===== src/ocfg_pkg.sv =====
// Shared constants and types for the oscillator and PLL configuration block
package ocfg_pkg;

  // Register byte offsets on the APB slave
  localparam logic [7:0] OFF_PLL      = 8'h10;
  localparam logic [7:0] OFF_SLOW_INT = 8'h18;
  localparam logic [7:0] OFF_XTAL     = 8'h1c;
  localparam logic [7:0] OFF_TRIM     = 8'h20;
  localparam logic [7:0] OFF_FAST     = 8'h24;
  localparam logic [7:0] OFF_STATUS   = 8'h28;

  // Reset values
  localparam logic [7:0] RST_PLL      = 8'h00;
  localparam logic [7:0] RST_SLOW_INT = 8'h00;
  localparam logic [7:0] RST_XTAL     = 8'h00;
  localparam logic [5:0] RST_TRIM     = 6'h00;

  // Field positions
  localparam int KEEP_BIT    = 7;
  localparam int PLL_SRC_BIT = 6;
  localparam int XTAL_SU_LSB = 4;
  localparam int XTAL_SEL    = 2;
  localparam int XTAL_LP     = 1;
  localparam int XTAL_EN     = 0;
  localparam int TRIM_SIGN   = 5;
  localparam int AUTO_EN_BIT = 0;

  // PLL ratio codes
  localparam logic [1:0] RATIO_OFF = 2'h0;
  localparam logic [1:0] RATIO_X2  = 2'h1;
  localparam logic [1:0] RATIO_X3  = 2'h2;

  // Timing: reference period and trim refresh bound
  localparam int CLK_PERIOD_NS  = 100;
  localparam int TRIM_WAIT_NS   = 3000;
  localparam int TRIM_MAIN_CYC  = 3;
  localparam int TRIM_REFRESH_CYC = TRIM_WAIT_NS / CLK_PERIOD_NS + TRIM_MAIN_CYC;

  // Oscillator cycles from request to delivered output
  localparam logic [2:0] PLL_AVAIL  = 3'h2;
  localparam logic [2:0] SLOW_AVAIL = 3'h4;
  localparam logic [2:0] XTAL_AVAIL = 3'h3;

  // Channel indices
  localparam int CH_PLL  = 0;
  localparam int CH_SLOW = 1;
  localparam int CH_XTAL = 2;
  localparam int N_CH    = 3;

  // Device power modes
  typedef enum logic [1:0] {
    MODE_ACTIVE  = 2'b00,
    MODE_IDLE    = 2'b01,
    MODE_STANDBY = 2'b10,
    MODE_PDOWN   = 2'b11
  } ocfg_mode_t;

  // PLL control fields
  typedef struct packed {
    logic       keep_running_in_sleep;
    logic       src_external;
    logic [1:0] pll_ratio_sel;
  } ocfg_pll_t;

  // Crystal oscillator control fields
  typedef struct packed {
    logic       keep_running_in_sleep;
    logic [1:0] crystal_startup_cycles;
    logic       external_clock_in;
    logic       low_power_drive;
    logic       enable;
  } ocfg_xtal_t;

endpackage : ocfg_pkg


===== src/ocfg_sync.sv =====
// Three-stage input synchroniser with agreement filter
`timescale 1ns/10ps
module ocfg_sync (
  input  wire logic i_ref_clk,
  input  wire logic i_reset,
  input  wire logic i_async,
  output logic      o_level
);

  logic stage1;
  logic stage2;
  logic stage3;

  // Shift chain; first stage feeds only the second
  always_ff @(posedge i_ref_clk) begin
    if (i_reset) begin
      stage1 <= 1'b0;
      stage2 <= 1'b0;
      stage3 <= 1'b0;
    end else begin
      stage1 <= i_async;
      stage2 <= stage1;
      stage3 <= stage2;
    end
  end

  // Level changes only when stages two and three agree
  always_ff @(posedge i_ref_clk) begin
    if (i_reset) begin
      o_level <= 1'b0;
    end else if (stage2 == stage3) begin
      o_level <= stage2;
    end
  end

endmodule : ocfg_sync


===== src/ocfg_regs.sv =====
// Oscillator trim, PLL and 32.768 kHz oscillator configuration with APB slave
//
// Our own choice: the APB register port.
`timescale 1ns/10ps
// How it works
// - trim holds signed -32 to +31 offset
// - top two trim bits mirror bit 5
// - auto-tune on blocks software trim writes
// - auto-tune off reloads trim within bound
// - PLL keep bit selects running in all modes but power-down, or on-request
// - running PLL delivered two PLL cycles later
// - PLL source: fast oscillator or external clock
// - ratio 0 off, 1 times two, 2 times three
// - slow internal keep bit runs all modes
// - running slow oscillator delivered after four cycles
// - crystal keep bit matters only when enabled
// - crystal output within three cycles after start-up
// - start-up code selects 1k/16k/32k/64k cycles
// - start-up and select frozen while enabled/stable
// - select crystal pair or external clock
// - low-power bit drives crystal gently
// - enable starts crystal, takes both pins
// - auto-tune bit enables crystal trimming
module ocfg_regs #(
  parameter int SU_1K  = 1024,
  parameter int SU_16K = 16384,
  parameter int SU_32K = 32768,
  parameter int SU_64K = 65536
) (
  input  wire logic        i_ref_clk,
  input  wire logic        i_reset,
  input  wire logic        i_psel,
  input  wire logic        i_penable,
  input  wire logic        i_pwrite,
  input  wire logic [7:0]  i_paddr,
  input  wire logic [31:0] i_pwdata,
  output logic      [31:0] o_prdata,
  output logic             o_pready,
  output logic             o_pslverr,
  input  wire logic        i_cfg_unlock,
  input  wire logic [1:0]  i_sleep_mode,
  input  wire logic [5:0]  i_auto_trim,
  input  wire logic [2:0]  i_osc_req,
  input  wire logic [2:0]  i_osc_clk,
  output logic      [5:0]  o_fast_trim,
  output logic             o_crystal_lock_trim_en,
  output logic             o_pll_src_external,
  output logic      [1:0]  o_pll_ratio_sel,
  output logic             o_low_power_drive,
  output logic             o_external_clock_in,
  output logic             o_crystal_pin_takeover,
  output logic             o_slow_crystal_stable_flag,
  output logic      [2:0]  o_osc_run,
  output logic      [2:0]  o_osc_grant
);

  ocfg_pkg::ocfg_pll_t  pll;
  ocfg_pkg::ocfg_xtal_t xtal;
  ocfg_pkg::ocfg_mode_t mode;
  logic                 slow_keep;
  logic [5:0]           trim;
  logic                 auto_en;
  logic                 xtal_stable;
  logic [16:0]          su_count;
  logic [16:0]          su_target;
  logic [2:0]           run;
  logic [2:0]           osc_level;
  logic [2:0]           osc_level_d;
  logic [2:0]           osc_rise;
  logic [2:0]           avail [3];
  logic                 wr_en;
  logic                 setup;
  logic                 hit;
  logic [7:0]           rd_byte;
  logic                 locked_xtal;

  assign mode = ocfg_pkg::ocfg_mode_t'(i_sleep_mode);

  // APB phases
  assign setup = i_psel && !i_penable;
  assign wr_en = i_psel && i_penable && o_pready && i_pwrite;

  // Address decode and read mux
  always_comb begin
    hit     = 1'b1;
    rd_byte = 8'h00;
    if (i_paddr[1:0] != 2'b00) begin
      hit = 1'b0;
    end else begin
      unique case (i_paddr)
        ocfg_pkg::OFF_PLL:      rd_byte = {pll.keep_running_in_sleep, pll.src_external,
                                           4'h0, pll.pll_ratio_sel};
        ocfg_pkg::OFF_SLOW_INT: rd_byte = {slow_keep, 7'h00};
        ocfg_pkg::OFF_XTAL:     rd_byte = {xtal.keep_running_in_sleep, 1'b0,
                                           xtal.crystal_startup_cycles, 1'b0,
                                           xtal.external_clock_in, xtal.low_power_drive,
                                           xtal.enable};
        ocfg_pkg::OFF_TRIM:     rd_byte = {trim[ocfg_pkg::TRIM_SIGN],
                                           trim[ocfg_pkg::TRIM_SIGN], trim};
        ocfg_pkg::OFF_FAST:     rd_byte = {7'h00, auto_en};
        ocfg_pkg::OFF_STATUS:   rd_byte = {4'h0, xtal_stable, run};
        default:                hit = 1'b0;
      endcase
    end
  end

  // Zero-wait answer: ready in the access cycle
  always_ff @(posedge i_ref_clk) begin
    if (i_reset) begin
      o_pready  <= 1'b0;
      o_prdata  <= 32'h0000_0000;
      o_pslverr <= 1'b0;
    end else begin
      o_pready <= setup;
      if (setup) begin
        o_prdata  <= hit ? {24'h00_0000, rd_byte} : 32'h0000_0000;
        o_pslverr <= !hit;
      end else if (o_pready) begin
        o_pslverr <= 1'b0;
      end
    end
  end

  // PLL control, protected
  always_ff @(posedge i_ref_clk) begin
    if (i_reset) begin
      pll <= ocfg_pkg::ocfg_pll_t'({ocfg_pkg::RST_PLL[7:6], ocfg_pkg::RST_PLL[1:0]});
    end else if (wr_en && i_cfg_unlock && i_paddr == ocfg_pkg::OFF_PLL) begin
      pll.keep_running_in_sleep <= i_pwdata[ocfg_pkg::KEEP_BIT];
      pll.src_external          <= i_pwdata[ocfg_pkg::PLL_SRC_BIT];
      pll.pll_ratio_sel         <= i_pwdata[1:0];
    end
  end

  // Slow internal oscillator control, protected
  always_ff @(posedge i_ref_clk) begin
    if (i_reset) begin
      slow_keep <= ocfg_pkg::RST_SLOW_INT[ocfg_pkg::KEEP_BIT];
    end else if (wr_en && i_cfg_unlock && i_paddr == ocfg_pkg::OFF_SLOW_INT) begin
      slow_keep <= i_pwdata[ocfg_pkg::KEEP_BIT];
    end
  end

  // Start-up code and source select freeze
  assign locked_xtal = xtal.enable || xtal_stable;

  // Crystal control, protected, partly frozen
  always_ff @(posedge i_ref_clk) begin
    if (i_reset) begin
      xtal <= ocfg_pkg::ocfg_xtal_t'({ocfg_pkg::RST_XTAL[7], ocfg_pkg::RST_XTAL[5:4],
                                      ocfg_pkg::RST_XTAL[2:0]});
    end else if (wr_en && i_cfg_unlock && i_paddr == ocfg_pkg::OFF_XTAL) begin
      xtal.keep_running_in_sleep <= i_pwdata[ocfg_pkg::KEEP_BIT];
      xtal.low_power_drive       <= i_pwdata[ocfg_pkg::XTAL_LP];
      xtal.enable                <= i_pwdata[ocfg_pkg::XTAL_EN];
      if (!locked_xtal) begin
        xtal.crystal_startup_cycles <= i_pwdata[ocfg_pkg::XTAL_SU_LSB +: 2];
        xtal.external_clock_in      <= i_pwdata[ocfg_pkg::XTAL_SEL];
      end
    end
  end

  // Auto-tune enable
  always_ff @(posedge i_ref_clk) begin
    if (i_reset) begin
      auto_en <= 1'b0;
    end else if (wr_en && i_paddr == ocfg_pkg::OFF_FAST) begin
      auto_en <= i_pwdata[ocfg_pkg::AUTO_EN_BIT];
    end
  end

  // Trim: locked under auto-tune, reloaded when auto-tune turns off
  always_ff @(posedge i_ref_clk) begin
    if (i_reset) begin
      trim <= ocfg_pkg::RST_TRIM;
    end else if (wr_en && i_paddr == ocfg_pkg::OFF_FAST && auto_en
                 && !i_pwdata[ocfg_pkg::AUTO_EN_BIT]) begin
      trim <= i_auto_trim;
    end else if (wr_en && i_paddr == ocfg_pkg::OFF_TRIM && !auto_en) begin
      trim <= i_pwdata[5:0];
    end
  end

  // Run conditions per oscillator
  always_comb begin
    run[ocfg_pkg::CH_PLL] = (pll.pll_ratio_sel == ocfg_pkg::RATIO_X2
                             || pll.pll_ratio_sel == ocfg_pkg::RATIO_X3)
                            && (i_osc_req[ocfg_pkg::CH_PLL]
                                || (pll.keep_running_in_sleep
                                    && mode != ocfg_pkg::MODE_PDOWN));
    run[ocfg_pkg::CH_SLOW] = i_osc_req[ocfg_pkg::CH_SLOW] || slow_keep;
    run[ocfg_pkg::CH_XTAL] = xtal.enable
                             && (xtal.keep_running_in_sleep
                                 || (i_osc_req[ocfg_pkg::CH_XTAL]
                                     && (mode == ocfg_pkg::MODE_ACTIVE
                                         || mode == ocfg_pkg::MODE_IDLE)));
  end

  // Delivery delay per oscillator, in its own cycles
  assign avail[ocfg_pkg::CH_PLL]  = ocfg_pkg::PLL_AVAIL;
  assign avail[ocfg_pkg::CH_SLOW] = ocfg_pkg::SLOW_AVAIL;
  assign avail[ocfg_pkg::CH_XTAL] = ocfg_pkg::XTAL_AVAIL;

  // Per-oscillator sync, edge detect and grant counter
  genvar c;
  generate
    for (c = 0; c < ocfg_pkg::N_CH; c++) begin : g_ch
      logic [2:0] cnt;
      logic       ready_src;

      ocfg_sync u_sync (
        .i_ref_clk (i_ref_clk),
        .i_reset   (i_reset),
        .i_async   (i_osc_clk[c]),
        .o_level   (osc_level[c])
      );

      assign osc_rise[c] = osc_level[c] && !osc_level_d[c];
      assign ready_src   = (c == ocfg_pkg::CH_XTAL) ? xtal_stable : 1'b1;

      // Count oscillator edges while requested and running
      always_ff @(posedge i_ref_clk) begin
        if (i_reset) begin
          osc_level_d[c] <= 1'b0;
          cnt            <= 3'h0;
          o_osc_grant[c] <= 1'b0;
          o_osc_run[c]   <= 1'b0;
        end else begin
          osc_level_d[c] <= osc_level[c];
          o_osc_run[c]   <= run[c];
          if (!(i_osc_req[c] && run[c] && ready_src)) begin
            cnt            <= 3'h0;
            o_osc_grant[c] <= 1'b0;
          end else if (osc_rise[c] && cnt != avail[c]) begin
            cnt            <= cnt + 3'h1;
            o_osc_grant[c] <= (cnt + 3'h1) == avail[c];
          end
        end
      end
    end
  endgenerate

  // Start-up length chosen by code
  always_comb begin
    unique case (xtal.crystal_startup_cycles)
      2'h0: su_target = 17'(SU_1K);
      2'h1: su_target = 17'(SU_16K);
      2'h2: su_target = 17'(SU_32K);
      2'h3: su_target = 17'(SU_64K);
    endcase
  end

  // Crystal start-up counter; external clock skips the wait
  always_ff @(posedge i_ref_clk) begin
    if (i_reset) begin
      su_count    <= 17'h0_0000;
      xtal_stable <= 1'b0;
    end else if (!run[ocfg_pkg::CH_XTAL]) begin
      su_count    <= 17'h0_0000;
      xtal_stable <= 1'b0;
    end else if (osc_rise[ocfg_pkg::CH_XTAL] && !xtal_stable) begin
      if (xtal.external_clock_in || su_count + 17'h0_0001 >= su_target) begin
        xtal_stable <= 1'b1;
      end
      su_count <= su_count + 17'h0_0001;
    end
  end

  // Registered configuration outputs
  always_ff @(posedge i_ref_clk) begin
    if (i_reset) begin
      o_fast_trim                <= ocfg_pkg::RST_TRIM;
      o_crystal_lock_trim_en     <= 1'b0;
      o_pll_src_external         <= 1'b0;
      o_pll_ratio_sel            <= ocfg_pkg::RATIO_OFF;
      o_low_power_drive          <= 1'b0;
      o_external_clock_in        <= 1'b0;
      o_crystal_pin_takeover     <= 1'b0;
      o_slow_crystal_stable_flag <= 1'b0;
    end else begin
      o_fast_trim                <= trim;
      o_crystal_lock_trim_en     <= auto_en;
      o_pll_src_external         <= pll.src_external;
      o_pll_ratio_sel            <= pll.pll_ratio_sel;
      o_low_power_drive          <= xtal.low_power_drive;
      o_external_clock_in        <= xtal.external_clock_in;
      o_crystal_pin_takeover     <= xtal.enable;
      o_slow_crystal_stable_flag <= xtal_stable;
    end
  end
endmodule : ocfg_regs


===== config.mk =====
export PLATFORM = sky130hd
export DESIGN_NAME = ocfg_regs
export DESIGN_NICKNAME = d
export VERILOG_FILES = /design/src/ocfg_pkg.sv /design/src/ocfg_sync.sv /design/src/ocfg_regs.sv
export SDC_FILE = /design/constraint.sdc
export NUM_CORES = 1
export LEC_CHECK = 0
export BUFFER_PORTS_ARGS = -buffer_cell sky130_fd_sc_hd__buf_2
export CAP_MARGIN = 10
export CELL_PAD_IN_SITES_DETAIL_PLACEMENT = 1
export CELL_PAD_IN_SITES_GLOBAL_PLACEMENT = 2
export CORE_MARGIN = 2
export CORE_UTILIZATION = 31
export CTS_CLUSTER_SIZE = 8
export DETAILED_ROUTE_END_ITERATION = 6
export PLACE_DENSITY = 0.87
export SYNTH_ARGS = -nofsm -noshare
export SYNTH_HDL_FRONTEND = slang
export SYNTH_SLANG_ARGS = --single-unit

===== constraint.sdc =====
create_clock -name i_ref_clk -period 3.4 [get_ports i_ref_clk]
set_input_delay 0.68 -clock i_ref_clk [delete_from_list [all_inputs] [get_ports i_ref_clk]]
set_output_delay 0.68 -clock i_ref_clk [all_outputs]
set_load 0.05 [all_outputs]

Word-level counts from Yosys, hierarchy flattened
Index checks and enable logic that the tools add are counted.

Register bits: 114. Input bits: 60.

Add/subtract/negate cells: 4. Reductions and logical operators: 55. Multiplexer cells: 10. Bitwise operators: 5. Order comparisons: 1. Equal/unequal tests: 22.

Operators with widths (count): $pmux 17 s4 (1); $pmux 8 s6 (1); $logic_and 1x1->1 (28); $eq 8x5->1 const B (3); $eq 8x6->1 const B (3); $add 17x1->17 const B (1); $ge 17x17->1 (1); $mux 8 (2); $mux 6 (2); $add 3x1->3 const B (3); $logic_not 1->1 (8); $reduce_or 2->1 (4); $logic_or 1x1->1 (7); $eq 2x1->1 const B (3); $eq 2x2->1 const B (3); $eq 3x2->1 const B (2); $ne 3x2->1 const B (2); $reduce_bool 2->1 (3); $reduce_or 6->1 (1); $not 1->1 (5); $logic_not 2->1 (2); $mux 1 (4); $reduce_and 2->1 (2); $eq 1x1->1 (3); other kinds (3) (3).

Depth between registers and ports, before layout
Gate-level depths: netlist (run 1).

Depth in word-level cells: 9. Depth in mapped cells: 10.

Cells and area by module
Synthesis (run 1) repeated with hierarchy kept, for this count alone.

Cells, all modules: 475. Area, all modules: 4200.3 um^2.

Modules (own cells, without submodules): ocfg_regs (cells each 445, seq. area each 1561.5 um^2, instances 1, area each 3862.5 um^2); ocfg_sync (cells each 10, seq. area each 80.1 um^2, instances 3, area each 112.6 um^2).

Worst setup path before layout (run 1)
OpenSTA, ideal clock, no wires.

Kind: flip-flop to flip-flop. Start point: reg su_count[0]. End point: reg xtal_stable (netlist: g_ch[2].ready_src). Period minus slack after synthesis: 2.799 ns. Data arrival time: 2.680 ns. Slack: 0.601 ns. Stages on the path, launching flop included: 11. Path buffers: 0. Cells stage by stage: dfxtp_1 > ha_1 > nand3_1 > nor4_1 > nand3_1 > xnor2_1 > ha_1 > a211o_1 > a21oi_1 > nor2_1 > a211o_1.

Word-level cells in the longest chain between the ends: 4.

RTL lines: start: declaration (RTL line ocfg_regs.sv:64) `logic [16:0] su_count;`; start signal: assignment (RTL line ocfg_regs.sv:265) `su_count <= su_count + 17'h0_0001;`; $add 17x1->17 (RTL line ocfg_regs.sv:262) `if (xtal.external_clock_in || su_count + 17'h0_0001 >= su_target) begin`; $ge 17x17->1 (RTL line ocfg_regs.sv:262); $logic_or 1x1->1 (RTL line ocfg_regs.sv:262); $reduce_and 2->1 (no source line); end signal: assignment (RTL line ocfg_regs.sv:257) `xtal_stable <= 1'b0;`; end signal: assignment (RTL line ocfg_regs.sv:260) `xtal_stable <= 1'b0;`; end signal: assignment (RTL line ocfg_regs.sv:263) `xtal_stable <= 1'b1;`; end: declaration (RTL line ocfg_regs.sv:63) `logic xtal_stable;`.

Every way passes these cells. A chain may end at the register's enable or synchronous reset.

Final worst setup path (run 1)
Ends and elaborated chain as after synthesis.

==> results of run 1 <==
## area by class of cell
class                           instances  area share
Tap cell                              176      0.0440
Timing Repair Buffer                   68      0.0694
Clock inverter                          7      0.0220
Sequential cell                        90       0.360
Clock buffer                            9      0.0450
Inverter                               12     0.00899
Multi-Input combinational cell        354       0.451
## power breakdown
group / internal (mW) / switching [mW]
logic: 0.0265 / 0.109
clock network: 0.660 / 0.455
registers: 1.06 / 0.00256
## critical path, cell delays in order, from the launching register on
cell and delay [ns]:
dfxtp_1 0.45, ha_1 0.34, nand3_1 0.22, nor4_1 0.35, buf_4 0.19, nand3_1 0.09
xnor2_1 0.15, ha_1 0.30, o211ai_1 0.11, a2111oi_0 0.36, o2111a_1 0.26, a211o_1 0.12
## routing by layer
metal	up-vias	routed length, um	track usage
li1	1703	-	-
met1	1682	4860	0.187
met2	83	5020	0.240
met3	5	583	0.0431
met4	0	104	0.0345
met5	-	0	0
## cell usage after synthesis (2+ instances only)
cell type,instances
dfxtp_1,90
nor2_1,56
nor2b_1,31
nand2_1,29
buf_4,25
a21oi_1,20
nand3_1,17
ha_1,15
xnor2_1,15
xor2_1,15
mux2i_1,14
nor3_1,14
nand2b_1,13
inv_1,12
o21ai_0,12
clkbuf_1,11
a22oi_1,10
nand4_1,9
a211oi_1,7
buf_1,6
and3_1,5
nor4_4,4
a21oi_2,3
or2_2,3
or3_1,3
a211o_1,2
a21boi_0,2
and2_1,2
clkbuf_2,2
nor3b_1,2
o211ai_1,2
o21bai_1,2
o31a_1,2
o31ai_1,2
## cell usage in the layout (no fill, tap or decap), types with 2 or more instances in the layout
| cell type | n |
|---|---|
| nor3b_1 | 2 |
| inv_6 | 2 |
| a22oi_1 | 10 |
| nand2_1 | 29 |
| ha_1 | 15 |
| dfxtp_1 | 90 |
| a21boi_0 | 2 |
| or2_2 | 3 |
| o211ai_1 | 2 |
| a211oi_1 | 7 |
| xnor2_1 | 15 |
| nor2_1 | 56 |
| a21oi_2 | 3 |
| conb_1 | 24 |
| o31a_1 | 2 |
| nor4_4 | 4 |
| o31ai_1 | 2 |
| buf_4 | 3 |
| buf_2 | 65 |
| xor2_1 | 15 |
| bufinv_16 | 2 |
| nor3_1 | 14 |
| and3_1 | 5 |
| nand2b_1 | 13 |
| nand3_1 | 17 |
| nor2b_1 | 31 |
| o21bai_1 | 2 |
| a21oi_1 | 20 |
| mux2i_1 | 14 |
| nand4_1 | 9 |
| inv_1 | 12 |
| o21ai_0 | 11 |
| a211o_1 | 2 |
| clkbuf_16 | 9 |
| and2_1 | 2 |
| or3_1 | 3 |
## sequential cells by signal (all words and copies together), names as in the netlist, 2 cells and up
signal               flops
g_ch.cnt                 9
g_ch.u_sync.o_level      3
g_ch.u_sync.stage1       3
g_ch.u_sync.stage2       3
g_ch.u_sync.stage3       3
o_fast_trim              6
o_osc_grant              3
o_osc_run                3
o_pll_ratio_sel          2
o_prdata                 8
osc_level_d              3
pll                      4
su_count                17
trim                     6
xtal                     6
## worst paths after layout
path / startpoint / slack, ns / endpoint / cells after the start
hold / removal: g_ch[0].u_sync.stage1 / 0.45 / g_ch[0].u_sync.stage2 / 1
setup / recovery: su_count[0] / 0.40 / g_ch[2].ready_src / 11
hold reg to reg: g_ch[0].u_sync.stage1 / 0.45 / g_ch[0].u_sync.stage2 / 1
setup reg to reg: su_count[0] / 0.40 / g_ch[2].ready_src / 11
## logic make-up (layout without fill, tap and decap cells)
family                   Yosys count  in the layout  synth area share
AO/OA/AOI/OAI                     73             73             0.114
XOR/XNOR                          30             30            0.0613
adder cells (fa/ha/maj)           15             15            0.0438
buffers and inverters             57             96            0.0727
flip-flops                        90             90             0.420
multiplexers                      16             16            0.0388
other                              1             24          0.000875
AND/OR/NAND/NOR                  196            196             0.248
## through the flow
| stage | setup WS, ns | cell area [sq um] |
|---|---|---|
| CTS | 0.396 | 5010 |
| global route | 0.0706 | 5010 |
| detailed placement | 0.430 | 4670 |
| finish | 0.400 | 5010 |
| global placement | 0.490 | 4670 |
| floorplan | 0.601 | 4370 |
==> impl_metrics.csv, run 1 <==
group,metric,value,unit
yosys,synth_top_area_frac,0.420,
cells_and_area,final_cells,716,
timing,grt_setup_unrepaired,"false",
cells_and_area,drive_gt1_frac,0.185,
yosys,synth_top_area_cell,"dfxtp_1",
yosys,synthesis.area,0.00429,sq mm
cts,post_cts_resized,0,
timing,min_period,3.00,ns
route,wl,10600,um
worst_setup_path,critPathKind,"flip-flop to flip-flop",
global_route,overflow,0,
yosys,synth_cells,478,
worst_setup_path,cp_max_fo,7,
place,dp.cells,700,
global_route,grt_max_degree,61,
run,maxCapViolations,0,
timing,finClkSkew,0.00780,ns
floorplan,rows,42,
yosys,avgSynthCellArea,8.97,sq um
yosys,ys.flop_type,"dfxtp_1",
timing,hold_ws,0.447,ns
yosys,ys_ff_latch,90,
worst_setup_path,critPathLaunchType,"flip-flop",
floorplan,core_area,0.0133,sq mm
timing,clock.fmax,0.333,GHz
floorplan,start_util,0.321,
floorplan,ios,114,
yosys,yosys_warnings,0,
worst_setup_path,end_kind,"flip-flop",
yosys,synth_edf_count,0,
cts,clock-sinks,90,
global_route,grt_pass1_wl,16800,um
cells_and_area,area_growth_syn_to_layout,16.9,%
cts,cts_tree,"done",
global_route,antenna_found_initial,0,
timing,worstMarginPinSlew,0.776,ns
yosys,yosys-top-cells-area,"dfxtp_1 (42%), nor2_1 (4.9%), nor2b_1 (4.5%), buf_4 (4.4%), ha_1 (4.4%)",
power,ir_drop,0.483,mV
cts,h-tree-depth,3,
cells_and_area,multi_input_area,0.00226,sq mm
run_status,status,"completed",
yosys,async_flop_share,0,
place,port_buffers,65,
place,hpwl,7940,um
cts,postCtsSetupRepairBufs,0,
route,vias_per_cell,4.85,
cells_and_area,fin_nets,610,
timing,slew_violations,0,
route,drt-pass1-iter-count,6,
place,place_congestion,0.780,
power,p_leak,1.97,nW
hold_path,hold_path.class,"flip-flop to flip-flop",
global_route,grtUsageTotal,0.145,
cells_and_area,diodes,0,
yosys,ys_seq_area_frac,0.420,
power,p_per_area,462,mW/mm^2
cells_and_area,postLayoutCoreUtil,0.375,
timing,hold_viol,0,
cts,clk_pin_slew_worst_paths,0.07,ns
floorplan,die_x,122,um
power,power,2.31,mW
worst_setup_path,worst_ep_required_time,3.69,ns
cts,hold_buffers,0,
timing,setup_viol,0,
route,ant_nets,0,
cells_and_area,seqCellArea,0.00180,sq mm
cts,clock_path_buffers,2,
route,drc,0,
cells_and_area,fillers,1594,
cts,insertion_delay,0.35,ns
cts,root_buffer,"clkbuf_16",
timing,finalSetupTns,0,ns
timing,slew_headroom,0.481,
route,drt-initial-drc-count,188,
timing,finalCritPeriodShare,0.882,
floorplan,die_area,0.0148,sq mm
route,vias,3473,
worst_setup_path,critPathArrivalTime,3.29,ns
cts,cts_buffers,9,
global_route,grt_pass1_vias,3441,
floorplan,die_h,122,um
route,routedWlPerCell,14.8,um
yosys,post_synth_num_cell_types,55,
(Power assumes the default switching activity.)
==> run 2: changes to the inputs <==
- CELL_PAD_IN_SITES_DETAIL_PLACEMENT: 1 -> default
- CELL_PAD_IN_SITES_GLOBAL_PLACEMENT: 2 -> default
- CORE_UTILIZATION: 31 -> 53
==> impl_metrics.csv, run 2 (synthesized netlist as in run 1, its figures left out) <==
group,metric,value,unit
cells_and_area,area_growth_syn_to_layout,11.5,%
worst_setup_path,critPathLaunchType,"flip-flop",
power,p_leak,1.89,nW
global_route,antenna_found_initial,0,
worst_setup_path,cpMaxStageDelayCell,"dfxtp_1",
global_route,grt_pass1_vias,3225,
cts,root_buffer,"clkbuf_8",
cts,hold_buffers,0,
worst_setup_path,end_kind,"flip-flop",
floorplan,rows,32,
cts,clk_pin_slew_worst_paths,0.10,ns
timing,setup_viol,0,
cells_and_area,top_regs,"su_count (17), g_ch.cnt (9), o_prdata (8)",
cells_and_area,stdcell_area,0.00478,sq mm
cts,post_cts_resized,0,
cells_and_area,layout_commonest_cell,"dfxtp_1",
run,maxCapViolations,0,
cells_and_area,fin_nets,610,
place,port_buffers,65,
timing,slew_violations,0,
run_status,status,"completed",
place,place_congestion,0.889,
cts,clock_path_buffers,2,
power,p_clk_frac,0.374,
floorplan,ios,114,
cts,postCtsSetupRepairBufs,0,
cells_and_area,postLayoutCoreUtil,0.615,
power,power.switching,542,uW
route,vias_per_cell,5.45,
timing,worstMarginPinSlew,0.780,ns
floorplan,die_area,0.00882,sq mm
worst_setup_path,worst_ep_required_time,3.71,ns
power,seqPwrFrac,0.555,
route,drt-initial-drc-count,295,
global_route,grtUsageTotal,0.210,
worst_setup_path,critPathArrivalTime,3.30,ns
timing,hold_viol,0,
route,wl,9240,um
power,p_sw_frac,0.283,
cts,h-tree-depth,3,
timing,clock.fmax,0.335,GHz
place,hpwl,6800,um
cts,clock-sinks,90,
power,ir_drop,0.362,mV
cts,insertion_delay,0.37,ns
route,routedWlPerCell,14.4,um
cells_and_area,drive_gt1_frac,0.185,
timing,grt_setup_unrepaired,"false",
floorplan,die_h,93.9,um
cts,cts_buffers,9,
route,ant_nets,0,
power,p_per_area,401,mW/mm^2
worst_setup_path,cp_max_fo,7,
timing,finalSetupTns,0,ns
route,drt-pass1-iter-count,5,
place,place_ws,0.515,ns
hold_path,hold_path.class,"flip-flop to flip-flop",
power,p_int,1.37,mW
route,drc,0,
timing,min_period,2.98,ns
worst_setup_path,reg2regPathDepth,11,
cells_and_area,fillers,645,
worst_setup_path,critPathMaxStageDelay,0.45,ns
cells_and_area,largest_reg_flops,17,
cts,cts_tree,"done",
timing,hold_ws,0.441,ns
power,combPwrFrac,0.071,
floorplan,core_area,0.00777,sq mm
worst_setup_path,critPathKind,"flip-flop to flip-flop",
timing,finalCritPeriodShare,0.878,
cells_and_area,diodes,0,
cells_and_area,final_cell_mix,"dfxtp_1 (90), buf_2 (65), nor2_1 (56)",
worst_setup_path,path_cells,"ha_1 > nand3_1 > nor4_1 > buf_4 > nand3_1 > xnor2_1 > ha_1 > o211ai_1 > a2111oi_0 > o2111a_1 > a211o_1",
route,vias,3498,
timing,slew_headroom,0.477,
place,placed_cell_area,0.00458,sq mm
global_route,grt_pass1_wl,14800,um
floorplan,start_util,0.552,
timing,setup_ws,0.415,ns
hold_path,min_path_cells,1,
global_route,grt_max_degree,61,
floorplan,die_x,93.9,um
timing,finClkSkew,0.0137,ns
global_route,overflow,0,
cells_and_area,regMostFlops,"su_count",
-- run 2: cell types whose count changed in the layout (fill, tap and decap cells not counted), sizes merged --
| cell | before | now |
|---|---|---|
| bufinv | 2 | 0 |
| clkinv | 2 | 1 |
| clkinvlp | 0 | 3 |
-- run 2: worst paths after layout --
path	startpoint	endpoint	slack, ns
worst max-delay path	su_count[0]	g_ch[2].ready_src	0.42
worst min-delay path	g_ch[0].u_sync.stage1	g_ch[0].u_sync.stage2	0.44
worst max register to register	su_count[0]	g_ch[2].ready_src	0.42
worst min register to register	g_ch[0].u_sync.stage1	g_ch[0].u_sync.stage2	0.44
-- run 2: layout make-up --
cell class,count,area (sq um),area share
sequential,90,1800,0.377
clock inverter,7,72.6,0.0152
clock buffer,9,124,0.0259
tap,102,128,0.0267
multi-input combinational,354,2260,0.473
inverter,12,45.0,0.00943
timing repair buffer,68,348,0.0728
-- run 2: power by group through the flow --
stage          Clock (mW)  Combinational, mW  Sequential, mW
6_report            0.717              0.136            1.06
5_1_grt             0.769              0.143            1.06
4_1_cts             0.724              0.134            1.06
3_5_place_dp            0              0.133            1.09
3_3_place_gp            0              0.131            1.09
2_1_floorplan           0              0.111            1.09
-- run 2: critical path, delay by kind of cell (launching register included) --
family          cells  cell delay (ns)
flops               1             0.45
compound gates      4             0.93
xor+xnor            1             0.15
fa+ha+maj           2             0.63
simple gates        3             0.60
buf+inv             1             0.18
-- run 2: routing by layer --
metal	wire (um)	track usage	vias to the layer above	share of wire
li1	-	-	1710	-
met1	4100	0.272	1622	0.44
met2	4380	0.346	146	0.47
met3	587	0.0530	20	0.064
met4	174	0.0616	0	0.019
met5	0	0	-	0
-- run 2: metrics by stage --
| stage | power, mW | std cells |
|---|---|---|
| after floorplan | 1.20 | 501 |
| after global placement | 1.22 | 626 |
| after detailed placement | 1.22 | 626 |
| after CTS | 1.92 | 642 |
| after global routing | 1.98 | 642 |
| final | 1.91 | 642 |
